`config.mk`:
```
export PLATFORM = sky130hd
export DESIGN_NAME = fsl_host_ctrl
export DESIGN_NICKNAME = d
export VERILOG_FILES = /design/src/rtl/fsl_pkg.sv /design/src/rtl/fsl_bus_cycle.sv /design/src/rtl/fsl_host_ctrl.sv
export SDC_FILE = /design/constraint.sdc
export NUM_CORES = 1
export LEC_CHECK = 0
export BUFFER_PORTS_ARGS = -buffer_cell sky130_fd_sc_hd__buf_2
export CORE_UTILIZATION = 30
export DETAILED_ROUTE_END_ITERATION = 16
export PLACE_DENSITY = 0.55
export SETUP_SLACK_MARGIN = 0.02
export SLEW_MARGIN = 20
export SYNTH_ARGS = -nofsm -noshare
export SYNTH_HDL_FRONTEND = slang
export SYNTH_SLANG_ARGS = --single-unit
```
`constraint.sdc`:
```
create_clock -name core_clk -period 5.3 [get_ports core_clk]
set_input_delay 0.265 -clock core_clk [delete_from_list [all_inputs] [get_ports core_clk]]
set_output_delay 0.265 -clock core_clk [all_outputs]
set_load 0.1 [all_outputs]
```
`src/rtl/fsl_pkg.sv`:
```
// Purpose: shared constants for the flash status/lock/suspend host controller
// Assumes: 100 MHz core clock, word-mode parallel flash bus
// Notes: command data codes not fixed by the unlock table are plain defaults
package fsl_pkg;
  localparam int ADDR_W = 19;
  localparam int DATA_W = 16;
  localparam int CLK_NS = 10;
  // bus timing of one strobe and the gap after it
  localparam int T_STROBE_NS = 60;
  localparam int T_RECOVER_NS = 30;
  localparam logic [3:0] STROBE_CYC = 4'((T_STROBE_NS + CLK_NS - 1) / CLK_NS);
  localparam logic [3:0] RECOVER_CYC = 4'((T_RECOVER_NS + CLK_NS - 1) / CLK_NS);
  // longest suspend latency of the device; the host waits the larger one
  localparam int T_ERS_SUSP_US = 15;
  localparam int T_PGM_SUSP_US = 20;
  localparam int SUSP_MAX_US = (T_PGM_SUSP_US > T_ERS_SUSP_US) ? T_PGM_SUSP_US : T_ERS_SUSP_US;
  localparam logic [11:0] SUSP_WAIT_CYC = 12'((SUSP_MAX_US * 1000 + CLK_NS - 1) / CLK_NS);
  // unlock addresses and codes
  localparam logic [ADDR_W-1:0] ADR_UNLOCK1 = 19'h00555;
  localparam logic [ADDR_W-1:0] ADR_UNLOCK2 = 19'h00AAA;
  localparam logic [ADDR_W-1:0] ADR_USER_LOCK = 19'h00080;
  localparam logic [ADDR_W-1:0] ADR_LOCK_IND_OFS = 19'h00002;
  localparam logic [7:0] DAT_UNLOCK1 = 8'hAA;
  localparam logic [7:0] DAT_UNLOCK2 = 8'h55;
  localparam logic [7:0] DAT_SETUP = 8'h80;
  localparam logic [7:0] DAT_PROGRAM = 8'hA0;
  localparam logic [7:0] DAT_CHIP_ERASE = 8'h10;
  localparam logic [7:0] DAT_SECTOR_ERASE = 8'h30;
  localparam logic [7:0] DAT_LOCKDOWN = 8'h60;
  localparam logic [7:0] DAT_SET_CFG = 8'hD0;
  localparam logic [7:0] DAT_SUSPEND = 8'hB0;
  localparam logic [7:0] DAT_RESUME = 8'hB1;
  localparam logic [7:0] DAT_ID_ENTRY = 8'h90;
  localparam logic [7:0] DAT_ID_EXIT = 8'hF0;
  localparam logic [7:0] DAT_PROT_PGM = 8'hC0;
  localparam logic [7:0] DAT_PROT_LOCK = 8'hC1;
  // status bit positions on the data pins
  localparam int POLL_BIT = 7;
  localparam int TOGGLE_BIT = 6;
  localparam int FAIL_BIT = 5;
  localparam int LOCK_IND_BIT = 0;
  localparam int BLOCK_LOCK_BIT = 1;
  // status behaviour configuration values
  localparam logic [1:0] CFG_AUTO = 2'h0;
  localparam logic [1:0] CFG_HOLD = 2'h1;
  localparam logic [1:0] CFG_RESET = CFG_AUTO;
  // user operations
  localparam logic [3:0] OP_READ = 4'h0;
  localparam logic [3:0] OP_PROGRAM = 4'h1;
  localparam logic [3:0] OP_SECTOR_ERASE = 4'h2;
  localparam logic [3:0] OP_CHIP_ERASE = 4'h3;
  localparam logic [3:0] OP_SET_CFG = 4'h4;
  localparam logic [3:0] OP_LOCKDOWN = 4'h5;
  localparam logic [3:0] OP_SUSPEND = 4'h6;
  localparam logic [3:0] OP_RESUME = 4'h7;
  localparam logic [3:0] OP_ID_READ = 4'h8;
  localparam logic [3:0] OP_PROT_PGM = 4'h9;
  localparam logic [3:0] OP_PROT_LOCK = 4'hA;
  localparam logic [3:0] OP_EXIT = 4'hB;
  localparam logic [3:0] OP_POLL = 4'hC;
endpackage : fsl_pkg
```
`src/rtl/fsl_bus_cycle.sv`:
```
// Purpose: one asynchronous flash bus cycle, write or read
// Assumes: request held stable until done
// Notes: strobe and recovery lengths come from the package
`timescale 1ns/1ps
`default_nettype none
module fsl_bus_cycle (
  input wire logic core_clk,
  input wire logic rst_n,
  input wire logic bc_req,
  input wire logic bc_wr,
  input wire logic [fsl_pkg::ADDR_W-1:0] bc_addr,
  input wire logic [fsl_pkg::DATA_W-1:0] bc_wdata,
  output logic bc_done,
  output logic [fsl_pkg::DATA_W-1:0] bc_rdata,
  output logic [fsl_pkg::ADDR_W-1:0] fl_addr,
  output logic fl_ce_n,
  output logic fl_oe_n,
  output logic fl_we_n,
  output logic [fsl_pkg::DATA_W-1:0] fl_dq_o,
  output logic fl_dq_oe_n,
  input wire logic [fsl_pkg::DATA_W-1:0] fl_dq_i
);
  import fsl_pkg::*;
  typedef enum logic [3:0] {
    B_IDLE = 4'h1, B_SETUP = 4'h2, B_STROBE = 4'h4, B_RECOVER = 4'h8
  } fsl_bstate_t;
  fsl_bstate_t bstate, next_bstate;
  logic [3:0] cnt, next_cnt;
  logic wr, next_wr;
  logic [ADDR_W-1:0] next_fl_addr;
  logic [DATA_W-1:0] next_fl_dq_o, next_bc_rdata;
  logic next_ce_n, next_oe_n, next_we_n, next_dq_oe_n;

  always_comb begin
    next_bstate = bstate;
    next_cnt = cnt;
    next_wr = wr;
    next_fl_addr = fl_addr;
    next_fl_dq_o = fl_dq_o;
    next_bc_rdata = bc_rdata;
    next_ce_n = fl_ce_n;
    next_oe_n = fl_oe_n;
    next_we_n = fl_we_n;
    next_dq_oe_n = fl_dq_oe_n;
    case (bstate)
      B_IDLE: if (bc_req) begin
        next_bstate = B_SETUP;
        next_wr = bc_wr;
        next_fl_addr = bc_addr;
        next_fl_dq_o = bc_wdata;
        next_ce_n = 1'b0;
        next_dq_oe_n = !bc_wr;
      end
      B_SETUP: begin
        next_bstate = B_STROBE;
        next_cnt = STROBE_CYC - 4'h1;
        next_we_n = !wr;
        next_oe_n = wr;
      end
      B_STROBE: if (cnt == 4'h0) begin
        // data is taken as the strobe rises, so sample on the last low cycle
        next_bc_rdata = fl_dq_i;
        next_we_n = 1'b1;
        next_oe_n = 1'b1;
        next_bstate = B_RECOVER;
        next_cnt = RECOVER_CYC - 4'h1;
      end else begin
        next_cnt = cnt - 4'h1;
      end
      B_RECOVER: if (cnt == 4'h0) begin
        next_bstate = B_IDLE;
        next_ce_n = 1'b1;
        next_dq_oe_n = 1'b1;
      end else begin
        next_cnt = cnt - 4'h1;
      end
      default: next_bstate = B_IDLE;
    endcase
  end

  assign bc_done = (bstate == B_RECOVER) && (cnt == 4'h0);

  always_ff @(posedge core_clk or negedge rst_n) begin
    if (!rst_n) begin
      bstate <= B_IDLE;
      cnt <= 4'h0;
      wr <= 1'b0;
      fl_addr <= '0;
      fl_dq_o <= '0;
      bc_rdata <= '0;
      fl_ce_n <= 1'b1;
      fl_oe_n <= 1'b1;
      fl_we_n <= 1'b1;
      fl_dq_oe_n <= 1'b1;
    end else begin
      bstate <= next_bstate;
      cnt <= next_cnt;
      wr <= next_wr;
      fl_addr <= next_fl_addr;
      fl_dq_o <= next_fl_dq_o;
      bc_rdata <= next_bc_rdata;
      fl_ce_n <= next_ce_n;
      fl_oe_n <= next_oe_n;
      fl_we_n <= next_we_n;
      fl_dq_oe_n <= next_dq_oe_n;
    end
  end

  a_we_width: assert property (@(posedge core_clk) disable iff (!rst_n)
    $fell(fl_we_n) |-> !fl_we_n [*6] ##1 fl_we_n) else $error("write strobe width wrong");
  a_no_both_strobes: assert property (@(posedge core_clk) disable iff (!rst_n)
    !(!fl_we_n && !fl_oe_n)) else $error("read and write strobes overlap");
endmodule : fsl_bus_cycle
`default_nettype wire

```
`src/rtl/fsl_host_ctrl.sv`:
```
// Purpose: host controller that drives a parallel NOR flash by command sequences
// Assumes: flash data and ready pins synchronous to core_clk
// Notes: one operation at a time; polls with the toggle bit, gated by the ready line
// Summary of operation
// - config 01: host issues exit after success
// - any failure: host issues exit afterwards
// - lock command fourth cycle bit1 zero
// - host exits identify mode after reading
`timescale 1ns/1ps
`default_nettype none
module fsl_host_ctrl (
  input wire logic core_clk,
  input wire logic arst_n,
  input wire logic cmd_valid,
  output logic cmd_ready,
  input wire logic [3:0] cmd_op,
  input wire logic cmd_nowait,
  input wire logic [fsl_pkg::ADDR_W-1:0] cmd_addr,
  input wire logic [fsl_pkg::DATA_W-1:0] cmd_data,
  output logic rsp_valid,
  output logic rsp_fail,
  output logic [fsl_pkg::DATA_W-1:0] rsp_data,
  output logic [1:0] cfg_shadow,
  output logic [fsl_pkg::ADDR_W-1:0] fl_addr,
  output logic fl_ce_n,
  output logic fl_oe_n,
  output logic fl_we_n,
  output logic fl_reset_n,
  output logic [fsl_pkg::DATA_W-1:0] fl_dq_o,
  output logic fl_dq_oe_n,
  input wire logic [fsl_pkg::DATA_W-1:0] fl_dq_i,
  input wire logic fl_ready
);
  import fsl_pkg::*;
  typedef enum logic [7:0] {
    ST_IDLE = 8'h01, ST_CMD = 8'h02, ST_READ = 8'h04, ST_POLL_A = 8'h08,
    ST_POLL_B = 8'h10, ST_SUSP = 8'h20, ST_EXIT = 8'h40, ST_DONE = 8'h80
  } fsl_state_t;

  function automatic logic [2:0] seq_len(input logic [3:0] op);
    case (op)
      OP_PROGRAM, OP_SET_CFG, OP_PROT_PGM, OP_PROT_LOCK: seq_len = 3'h4;
      OP_SECTOR_ERASE, OP_CHIP_ERASE, OP_LOCKDOWN: seq_len = 3'h6;
      OP_ID_READ, OP_EXIT: seq_len = 3'h3;
      OP_SUSPEND, OP_RESUME: seq_len = 3'h1;
      default: seq_len = 3'h0;
    endcase
  endfunction : seq_len

  function automatic logic [ADDR_W-1:0] seq_addr(input logic [3:0] op, input logic [2:0] idx,
                                                 input logic [ADDR_W-1:0] ua);
    seq_addr = ADR_UNLOCK1;
    if (idx == 3'h1 || idx == 3'h4) seq_addr = ADR_UNLOCK2;
    else if (op == OP_SUSPEND || op == OP_RESUME) seq_addr = ua;
    else if (idx == 3'h5 && op != OP_CHIP_ERASE) seq_addr = ua;
    else if (idx == 3'h3 && (op == OP_PROGRAM || op == OP_PROT_PGM || op == OP_PROT_LOCK)) seq_addr = ua;
  endfunction : seq_addr

  function automatic logic [DATA_W-1:0] seq_data(input logic [3:0] op, input logic [2:0] idx,
                                                 input logic [DATA_W-1:0] ud);
    logic [7:0] code;
    code = DAT_UNLOCK1;
    case (idx)
      3'h0: begin
        if (op == OP_SUSPEND) code = DAT_SUSPEND;
        else if (op == OP_RESUME) code = DAT_RESUME;
      end
      3'h1, 3'h4: code = DAT_UNLOCK2;
      3'h2: begin
        case (op)
          OP_PROGRAM: code = DAT_PROGRAM;
          OP_SET_CFG: code = DAT_SET_CFG;
          OP_PROT_PGM: code = DAT_PROT_PGM;
          OP_PROT_LOCK: code = DAT_PROT_LOCK;
          OP_ID_READ: code = DAT_ID_ENTRY;
          OP_EXIT: code = DAT_ID_EXIT;
          default: code = DAT_SETUP;
        endcase
      end
      3'h5: begin
        if (op == OP_CHIP_ERASE) code = DAT_CHIP_ERASE;
        else if (op == OP_LOCKDOWN) code = DAT_LOCKDOWN;
        else code = DAT_SECTOR_ERASE;
      end
      default: code = DAT_UNLOCK1;
    endcase
    seq_data = {8'h00, code};
    if (idx == 3'h3) begin
      if (op == OP_SET_CFG) seq_data = {14'h0000, ud[1:0]};
      else if (op == OP_PROT_LOCK) seq_data = ud & ~(16'h0001 << BLOCK_LOCK_BIT);
      else if (op != OP_SECTOR_ERASE && op != OP_CHIP_ERASE && op != OP_LOCKDOWN) seq_data = ud;
    end
  endfunction : seq_data

  logic rs_meta, rst_n;
  fsl_state_t state, next_state;
  logic [3:0] op, next_op;
  logic [ADDR_W-1:0] ua, next_ua;
  logic [DATA_W-1:0] ud, next_ud, prev, next_prev, next_rsp_data;
  logic [2:0] step, next_step;
  logic [1:0] next_cfg;
  logic exp7, next_exp7, retry, next_retry, next_fail, exit_seen, next_exit_seen;
  logic [11:0] wait_cnt, next_wait_cnt;
  logic cmd_nowait_q, next_nowait;
  logic bc_req, bc_wr, bc_done, toggled, last;
  logic [3:0] bc_op;
  logic [ADDR_W-1:0] bc_addr;
  logic [DATA_W-1:0] bc_wdata, bc_rdata;

  // reset release through two flops; flash reset follows it so lockdowns clear
  always_ff @(posedge core_clk or negedge arst_n) begin
    if (!arst_n) begin
      rs_meta <= 1'b0;
      rst_n <= 1'b0;
    end else begin
      rs_meta <= 1'b1;
      rst_n <= rs_meta;
    end
  end
  assign fl_reset_n = rst_n;

  assign bc_op = (state == ST_EXIT) ? OP_EXIT : op;
  assign bc_wr = (state == ST_CMD) || (state == ST_EXIT);
  assign bc_addr = bc_wr ? seq_addr(bc_op, step, ua) : ua;
  assign bc_wdata = seq_data(bc_op, step, ud);
  // polling waits for the ready line so no read is spent while busy
  assign bc_req = bc_wr || (state == ST_READ) ||
                  ((state == ST_POLL_A || state == ST_POLL_B) && fl_ready);
  assign last = (step == seq_len(bc_op) - 3'h1);
  assign toggled = prev[TOGGLE_BIT] != bc_rdata[TOGGLE_BIT];
  assign cmd_ready = (state == ST_IDLE);
  assign rsp_valid = (state == ST_DONE);

  always_comb begin
    next_state = state;
    next_op = op;
    next_ua = ua;
    next_ud = ud;
    next_prev = prev;
    next_step = step;
    next_cfg = cfg_shadow;
    next_exp7 = exp7;
    next_retry = retry;
    next_fail = rsp_fail;
    next_exit_seen = exit_seen;
    next_wait_cnt = wait_cnt;
    next_rsp_data = rsp_data;
    case (state)
      ST_IDLE: if (cmd_valid) begin
        next_op = cmd_op;
        next_ua = cmd_addr;
        next_ud = cmd_data;
        next_step = 3'h0;
        next_fail = 1'b0;
        next_retry = 1'b0;
        next_exit_seen = 1'b0;
        // erase leaves ones; a program polls for the true bit
        next_exp7 = (cmd_op == OP_PROGRAM || cmd_op == OP_POLL || cmd_op == OP_PROT_PGM) ?
                    cmd_data[POLL_BIT] : 1'b1;
        if (cmd_op == OP_READ) next_state = ST_READ;
        else if (cmd_op == OP_POLL) next_state = ST_POLL_A;
        else next_state = ST_CMD;
      end
      ST_CMD: if (bc_done) begin
        next_step = step + 3'h1;
        if (last) begin
          next_step = 3'h0;
          case (op)
            OP_PROGRAM, OP_SECTOR_ERASE, OP_CHIP_ERASE, OP_PROT_PGM, OP_PROT_LOCK:
              next_state = cmd_nowait_q ? ST_DONE : ST_POLL_A;
            OP_ID_READ: next_state = ST_READ;
            OP_SUSPEND: begin
              next_wait_cnt = SUSP_WAIT_CYC;
              next_state = ST_SUSP;
            end
            OP_SET_CFG: begin
              next_cfg = ud[1:0];
              next_state = ST_DONE;
            end
            OP_EXIT: begin
              next_exit_seen = 1'b1;
              next_state = ST_DONE;
            end
            default: next_state = ST_DONE;
          endcase
        end
      end
      ST_READ: if (bc_done) begin
        next_rsp_data = bc_rdata;
        next_state = (op == OP_ID_READ) ? ST_EXIT : ST_DONE;
      end
      ST_POLL_A: if (bc_done) begin
        next_prev = bc_rdata;
        next_state = ST_POLL_B;
      end
      ST_POLL_B: if (bc_done) begin
        next_rsp_data = bc_rdata;
        if (toggled) begin
          next_state = ST_POLL_A;
          // still toggling with the failure flag up twice in a row: give up
          next_retry = bc_rdata[FAIL_BIT];
          if (retry && bc_rdata[FAIL_BIT]) begin
            next_fail = 1'b1;
            next_state = ST_EXIT;
          end
        end else if (bc_rdata[FAIL_BIT] &&
                     (cfg_shadow == CFG_HOLD || bc_rdata[POLL_BIT] != exp7)) begin
          next_fail = 1'b1;
          next_state = ST_EXIT;
        end else if (cfg_shadow == CFG_HOLD) begin
          next_state = ST_EXIT;
        end else begin
          next_state = ST_DONE;
        end
      end
      ST_SUSP: begin
        next_wait_cnt = wait_cnt - 12'h001;
        if (wait_cnt == 12'h000) next_state = ST_DONE;
      end
      ST_EXIT: if (bc_done) begin
        next_step = step + 3'h1;
        if (last) begin
          next_step = 3'h0;
          next_exit_seen = 1'b1;
          next_state = ST_DONE;
        end
      end
      ST_DONE: next_state = ST_IDLE;
      default: next_state = ST_IDLE;
    endcase
  end

  always_comb begin
    next_nowait = cmd_nowait_q;
    if (state == ST_IDLE && cmd_valid) next_nowait = cmd_nowait;
  end

  always_ff @(posedge core_clk or negedge rst_n) begin
    if (!rst_n) begin
      state <= ST_IDLE;
      op <= OP_READ;
      ua <= '0;
      ud <= '0;
      prev <= '0;
      step <= 3'h0;
      cfg_shadow <= CFG_RESET;
      exp7 <= 1'b1;
      retry <= 1'b0;
      rsp_fail <= 1'b0;
      exit_seen <= 1'b0;
      wait_cnt <= 12'h000;
      rsp_data <= '0;
      cmd_nowait_q <= 1'b0;
    end else begin
      state <= next_state;
      op <= next_op;
      ua <= next_ua;
      ud <= next_ud;
      prev <= next_prev;
      step <= next_step;
      cfg_shadow <= next_cfg;
      exp7 <= next_exp7;
      retry <= next_retry;
      rsp_fail <= next_fail;
      exit_seen <= next_exit_seen;
      wait_cnt <= next_wait_cnt;
      rsp_data <= next_rsp_data;
      cmd_nowait_q <= next_nowait;
    end
  end

  fsl_bus_cycle u_bus (
    .core_clk(core_clk),
    .rst_n(rst_n),
    .bc_req(bc_req),
    .bc_wr(bc_wr),
    .bc_addr(bc_addr),
    .bc_wdata(bc_wdata),
    .bc_done(bc_done),
    .bc_rdata(bc_rdata),
    .fl_addr(fl_addr),
    .fl_ce_n(fl_ce_n),
    .fl_oe_n(fl_oe_n),
    .fl_we_n(fl_we_n),
    .fl_dq_o(fl_dq_o),
    .fl_dq_oe_n(fl_dq_oe_n),
    .fl_dq_i(fl_dq_i)
  );

  a_fail_then_exit: assert property (@(posedge core_clk) disable iff (!rst_n)
    rsp_valid && rsp_fail |-> exit_seen) else $error("failure answered without exit");
  a_hold_cfg_exit: assert property (@(posedge core_clk) disable iff (!rst_n)
    (state == ST_POLL_B && bc_done && !toggled && cfg_shadow == CFG_HOLD) |=> state == ST_EXIT)
    else $error("hold config success without exit");
  a_lock_bit_zero: assert property (@(posedge core_clk) disable iff (!rst_n)
    (state == ST_CMD && op == OP_PROT_LOCK && step == 3'h3) |-> !bc_wdata[BLOCK_LOCK_BIT])
    else $error("lock cycle data bit1 not zero");
  a_id_read_exit: assert property (@(posedge core_clk) disable iff (!rst_n)
    (state == ST_READ && bc_done && op == OP_ID_READ) |=> state == ST_EXIT ##[1:60] exit_seen)
    else $error("identify read not followed by exit");
  a_susp_wait: assert property (@(posedge core_clk) disable iff (!rst_n)
    $rose(state == ST_SUSP) |-> !rsp_valid [*8]) else $error("suspend wait too short");
  c_program_ok: cover property (@(posedge core_clk) rsp_valid && !rsp_fail && op == OP_PROGRAM);
  c_fail_exit: cover property (@(posedge core_clk) rsp_valid && rsp_fail);
  c_id_read: cover property (@(posedge core_clk) rsp_valid && op == OP_ID_READ);
endmodule : fsl_host_ctrl
`default_nettype wire

```
==> out/metrics.csv <==
stage,metric,value,unit
drt,ant_nets,0,
timing,min_period,4227,ps
timing,fin_crit_sh,79.75,%
drt,wl_per_cell,15.75,um
yosys,syn_nets,747,
clock_network,clkLatencyLatePin,430,ps
setup_path,end_kind,register,
drt,totalWireLength,17.64,mm
yosys,synthFlopType,dfrtp_1,
clock_network,clock-sinks,151,
final_layout,stdcell_area,8745,um2
floorplanning,core_area,23470,um2
pwr,leakage,0.004129,uW
pwr,ir_drop,0.4001,mV
final_layout,layout-drive-gt1-share,29.63,%
clock_network,root_buffer,clkbuf_16,
outcome,outcome,"finished, final reports clean",
floorplanning,dieHeight,156.8,um
clock_network,cts_hold_buf,1,
global_route,antenna_found_initial,2,
floorplanning,start_util,30.63,%
drt,dr.pass1.iters,4,
global_route,grt_max_degree,71,
setup_path,path_class,reg2reg,
floorplanning,pin_count,121,
timing,skew,13.86,ps
setup_path,cp_slowest_stage_delay,640,ps
global_route,overflow,0,
placement,post-dp-hpwl,12.54,mm
final_layout,fin_util,37.25,%
placement,pre_cts_ws,1054,ps
worst_hold_path,holdCritPathClass,in2reg,
setup_path,critPathLaunchType,register,
yosys,avgSynthCellArea,10.67,um2
setup_path,cp_slowest_cell,nor4_2,
timing,slew_headroom,40.81,%
clock_network,cts_made_buffers,17,
clock_network,htreeDepth,4,
global_route,grt_usage,14.91,%
final_layout,num-nets-final,860,
setup_path,arrival,4490,ps
yosys,async_reset_ff_share,100.0,%
floorplanning,num_rows,56,
setup_path,crit_fanout,9,
timing,slew_violations,0,
global_route,grt_pass1_wl,28.13,mm
floorplanning,chipWidth,156.8,um
timing,rsz0062_at_grt,false,
yosys,netlist_area,7189,um2
yosys,synth_edf_count,0,
clock_network,post_cts_buffers,0,
pwr,powerDensity,651.4,nW/um2
yosys,yosys_warnings,0,
yosys,yosysUniqueCellTypes,79,
timing,setup_violations,0,
timing,setup_ws,1073,ps
drt,viasPerCell,4.832,
timing,hold_violations,0,
clock_network,clkSlewWorstSetupHoldPaths,60,ps
placement,dpl_cell_area,8104,um2
yosys,ys_ff_latch,151,
setup_path,cp_top_family,simple AND/OR/NAND/NOR gates,
floorplanning,dieArea,24590,um2
setup_path,crit_buf_inv,0,
clock_network,clockBufferDepth,2,
clock_network,cts_resized,0,
timing,worst_slew_pin_slew,887.8,ps
setup_path,worstPathCellList,nor4_4 > nand2_1 > nand2b_1 > ha_1 > a2bb2oi_1 > nor2_1 > a311oi_1 > ha_1 > xnor2_1 > nand2b_1 > a221oi_1 > a21oi_2 > nor4_2 > o22ai_1,
run,maxCapViolCount,0,
drt,num_vias,5412,
yosys,seq_area_frac_synth,52.68,%
placement,io_buffer_count,120,
clock_network,cts_tree,done,
setup_path,worstPathRequired,5560,ps
timing,fmax,236.6,MHz
timing,tns,0,ps
global_route,grt_pass1_vias,5170,
yosys,synthCells,674,
drt,post-route-drc-count,0,
final_layout,areaGrowthSynthToFinish,21.63,%
drt,drtIter0Drc,305,
placement,place_congestion,0.8259,
==> metal layers <==
metal	wire [um]	vias to the layer above	GRT usage, %
met5	13	-	0
met4	120	2	3.875
met3	1317	11	6.092
met2	7739	152	21.71
met1	8447	2606	20.26
li1	-	2641	-
==> synthesized netlist by cell type (all sizes together) (10+ instances only) <==
| library cell | n | area [um2] |
|---|---|---|
| dfrtp | 144 | 3603 |
| o31ai | 10 | 75.07 |
| xor2 | 10 | 87.58 |
| inv | 17 | 63.81 |
| nand2 | 105 | 396.6 |
| a21oi | 27 | 146.4 |
| mux2 | 60 | 683.2 |
| nor2b | 11 | 68.82 |
| o21ai | 41 | 220.2 |
| nand3 | 11 | 55.05 |
| buf | 13 | 57.55 |
| nor2 | 40 | 152.6 |
| a22o | 18 | 158.9 |
| nor3 | 16 | 85.08 |
| clkbuf | 18 | 67.56 |
| ha | 13 | 162.7 |
==> tightest hold or removal path, stage by stage <==
cell,delay (ps)
buf_2,70
nand2_1,40
nand2_1,40
==> layout by cell type, fill, tap and decap left out, types with 6 or more instances in the layout <==
cell type  count
clkbuf_16     17
nand2b_1       7
xor2_1        10
dfrtp_1      143
a21oi_1       23
nand2_1      103
inv_1         16
o21ai_0       13
nor3_1        15
nor2_1        39
xnor2_1        6
mux2_2        47
o22ai_1        6
buf_2        120
o31ai_1       10
ha_1          13
a22o_1        17
mux2_1        11
dfstp_2        7
nor2b_1       11
nand3_1       11
o21ai_1       26
==> report_power, final <==
group	switching (uW)	internal (uW)
clock	513	734
combinational	1830	762
sequential	300	1560
==> sequential cells by signal, indices dropped and copies added, names as in the netlist, 2 cells and up <==
name and cells:
step 3, ua 19, rsp_data 16, u_bus.bstate 4, op 4, u_bus.fl_dq_o 16, state 8, ud 16
u_bus.cnt 4, wait_cnt 12, u_bus.fl_addr 19, u_bus.bc_rdata 16, cfg_shadow 2
==> final timing paths <==
path                              from                  to  slack [ps]  cells after the start
setup reg to reg              state[1]         wait_cnt[1]        1070                     14
hold / removal             fl_dq_i[12]  u_bus.bc_rdata[12]          30                      3
min in group asynchronous       arst_n          fl_reset_n         150                      2
setup / recovery              state[1]         wait_cnt[1]        1070                     14
max in group asynchronous   fl_reset_n               ud[5]        3910                      1
hold reg to reg             fl_reset_n        u_bus.cnt[3]         220                      0
==> cells by family (layout without fill, tap and decap cells) <==
logic type	count (synthesis)	count (layout)	share of synthesized area, %
AO/OA/AOI/OAI	149	149	14.27
XOR/XNOR	16	16	1.949
adder cells (fa/ha/maj)	13	13	2.262
buffers and inverters	48	174	2.628
flip-flops	151	151	52.68
multiplexers	64	64	10.06
other	1	2	0.05216
AND/OR/NAND/NOR	232	232	16.10
==> cell type report <==
type                    count  area (um2)
repair buffers            125       640.6
diodes                      1       2.502
inverters                  17       63.81
well taps                 319       399.1
fillers                  2355       14730
flip-flops and latches    151        3791
clock buffers              19       452.9
multi-input cells         475        3233
clock inverters            13       161.4
==> through the flow <==
stage,hold WS (ps),power [uW],instances
floorplan,-30.59,3949,674
global placement,52.71,4441,1086
detailed placement,53.11,4478,1086
CTS,9.064,5749,1119
global route,8.756,6044,1119
finish,28.19,5696,1120
Note: power is estimated with default switching activity, not from simulation.
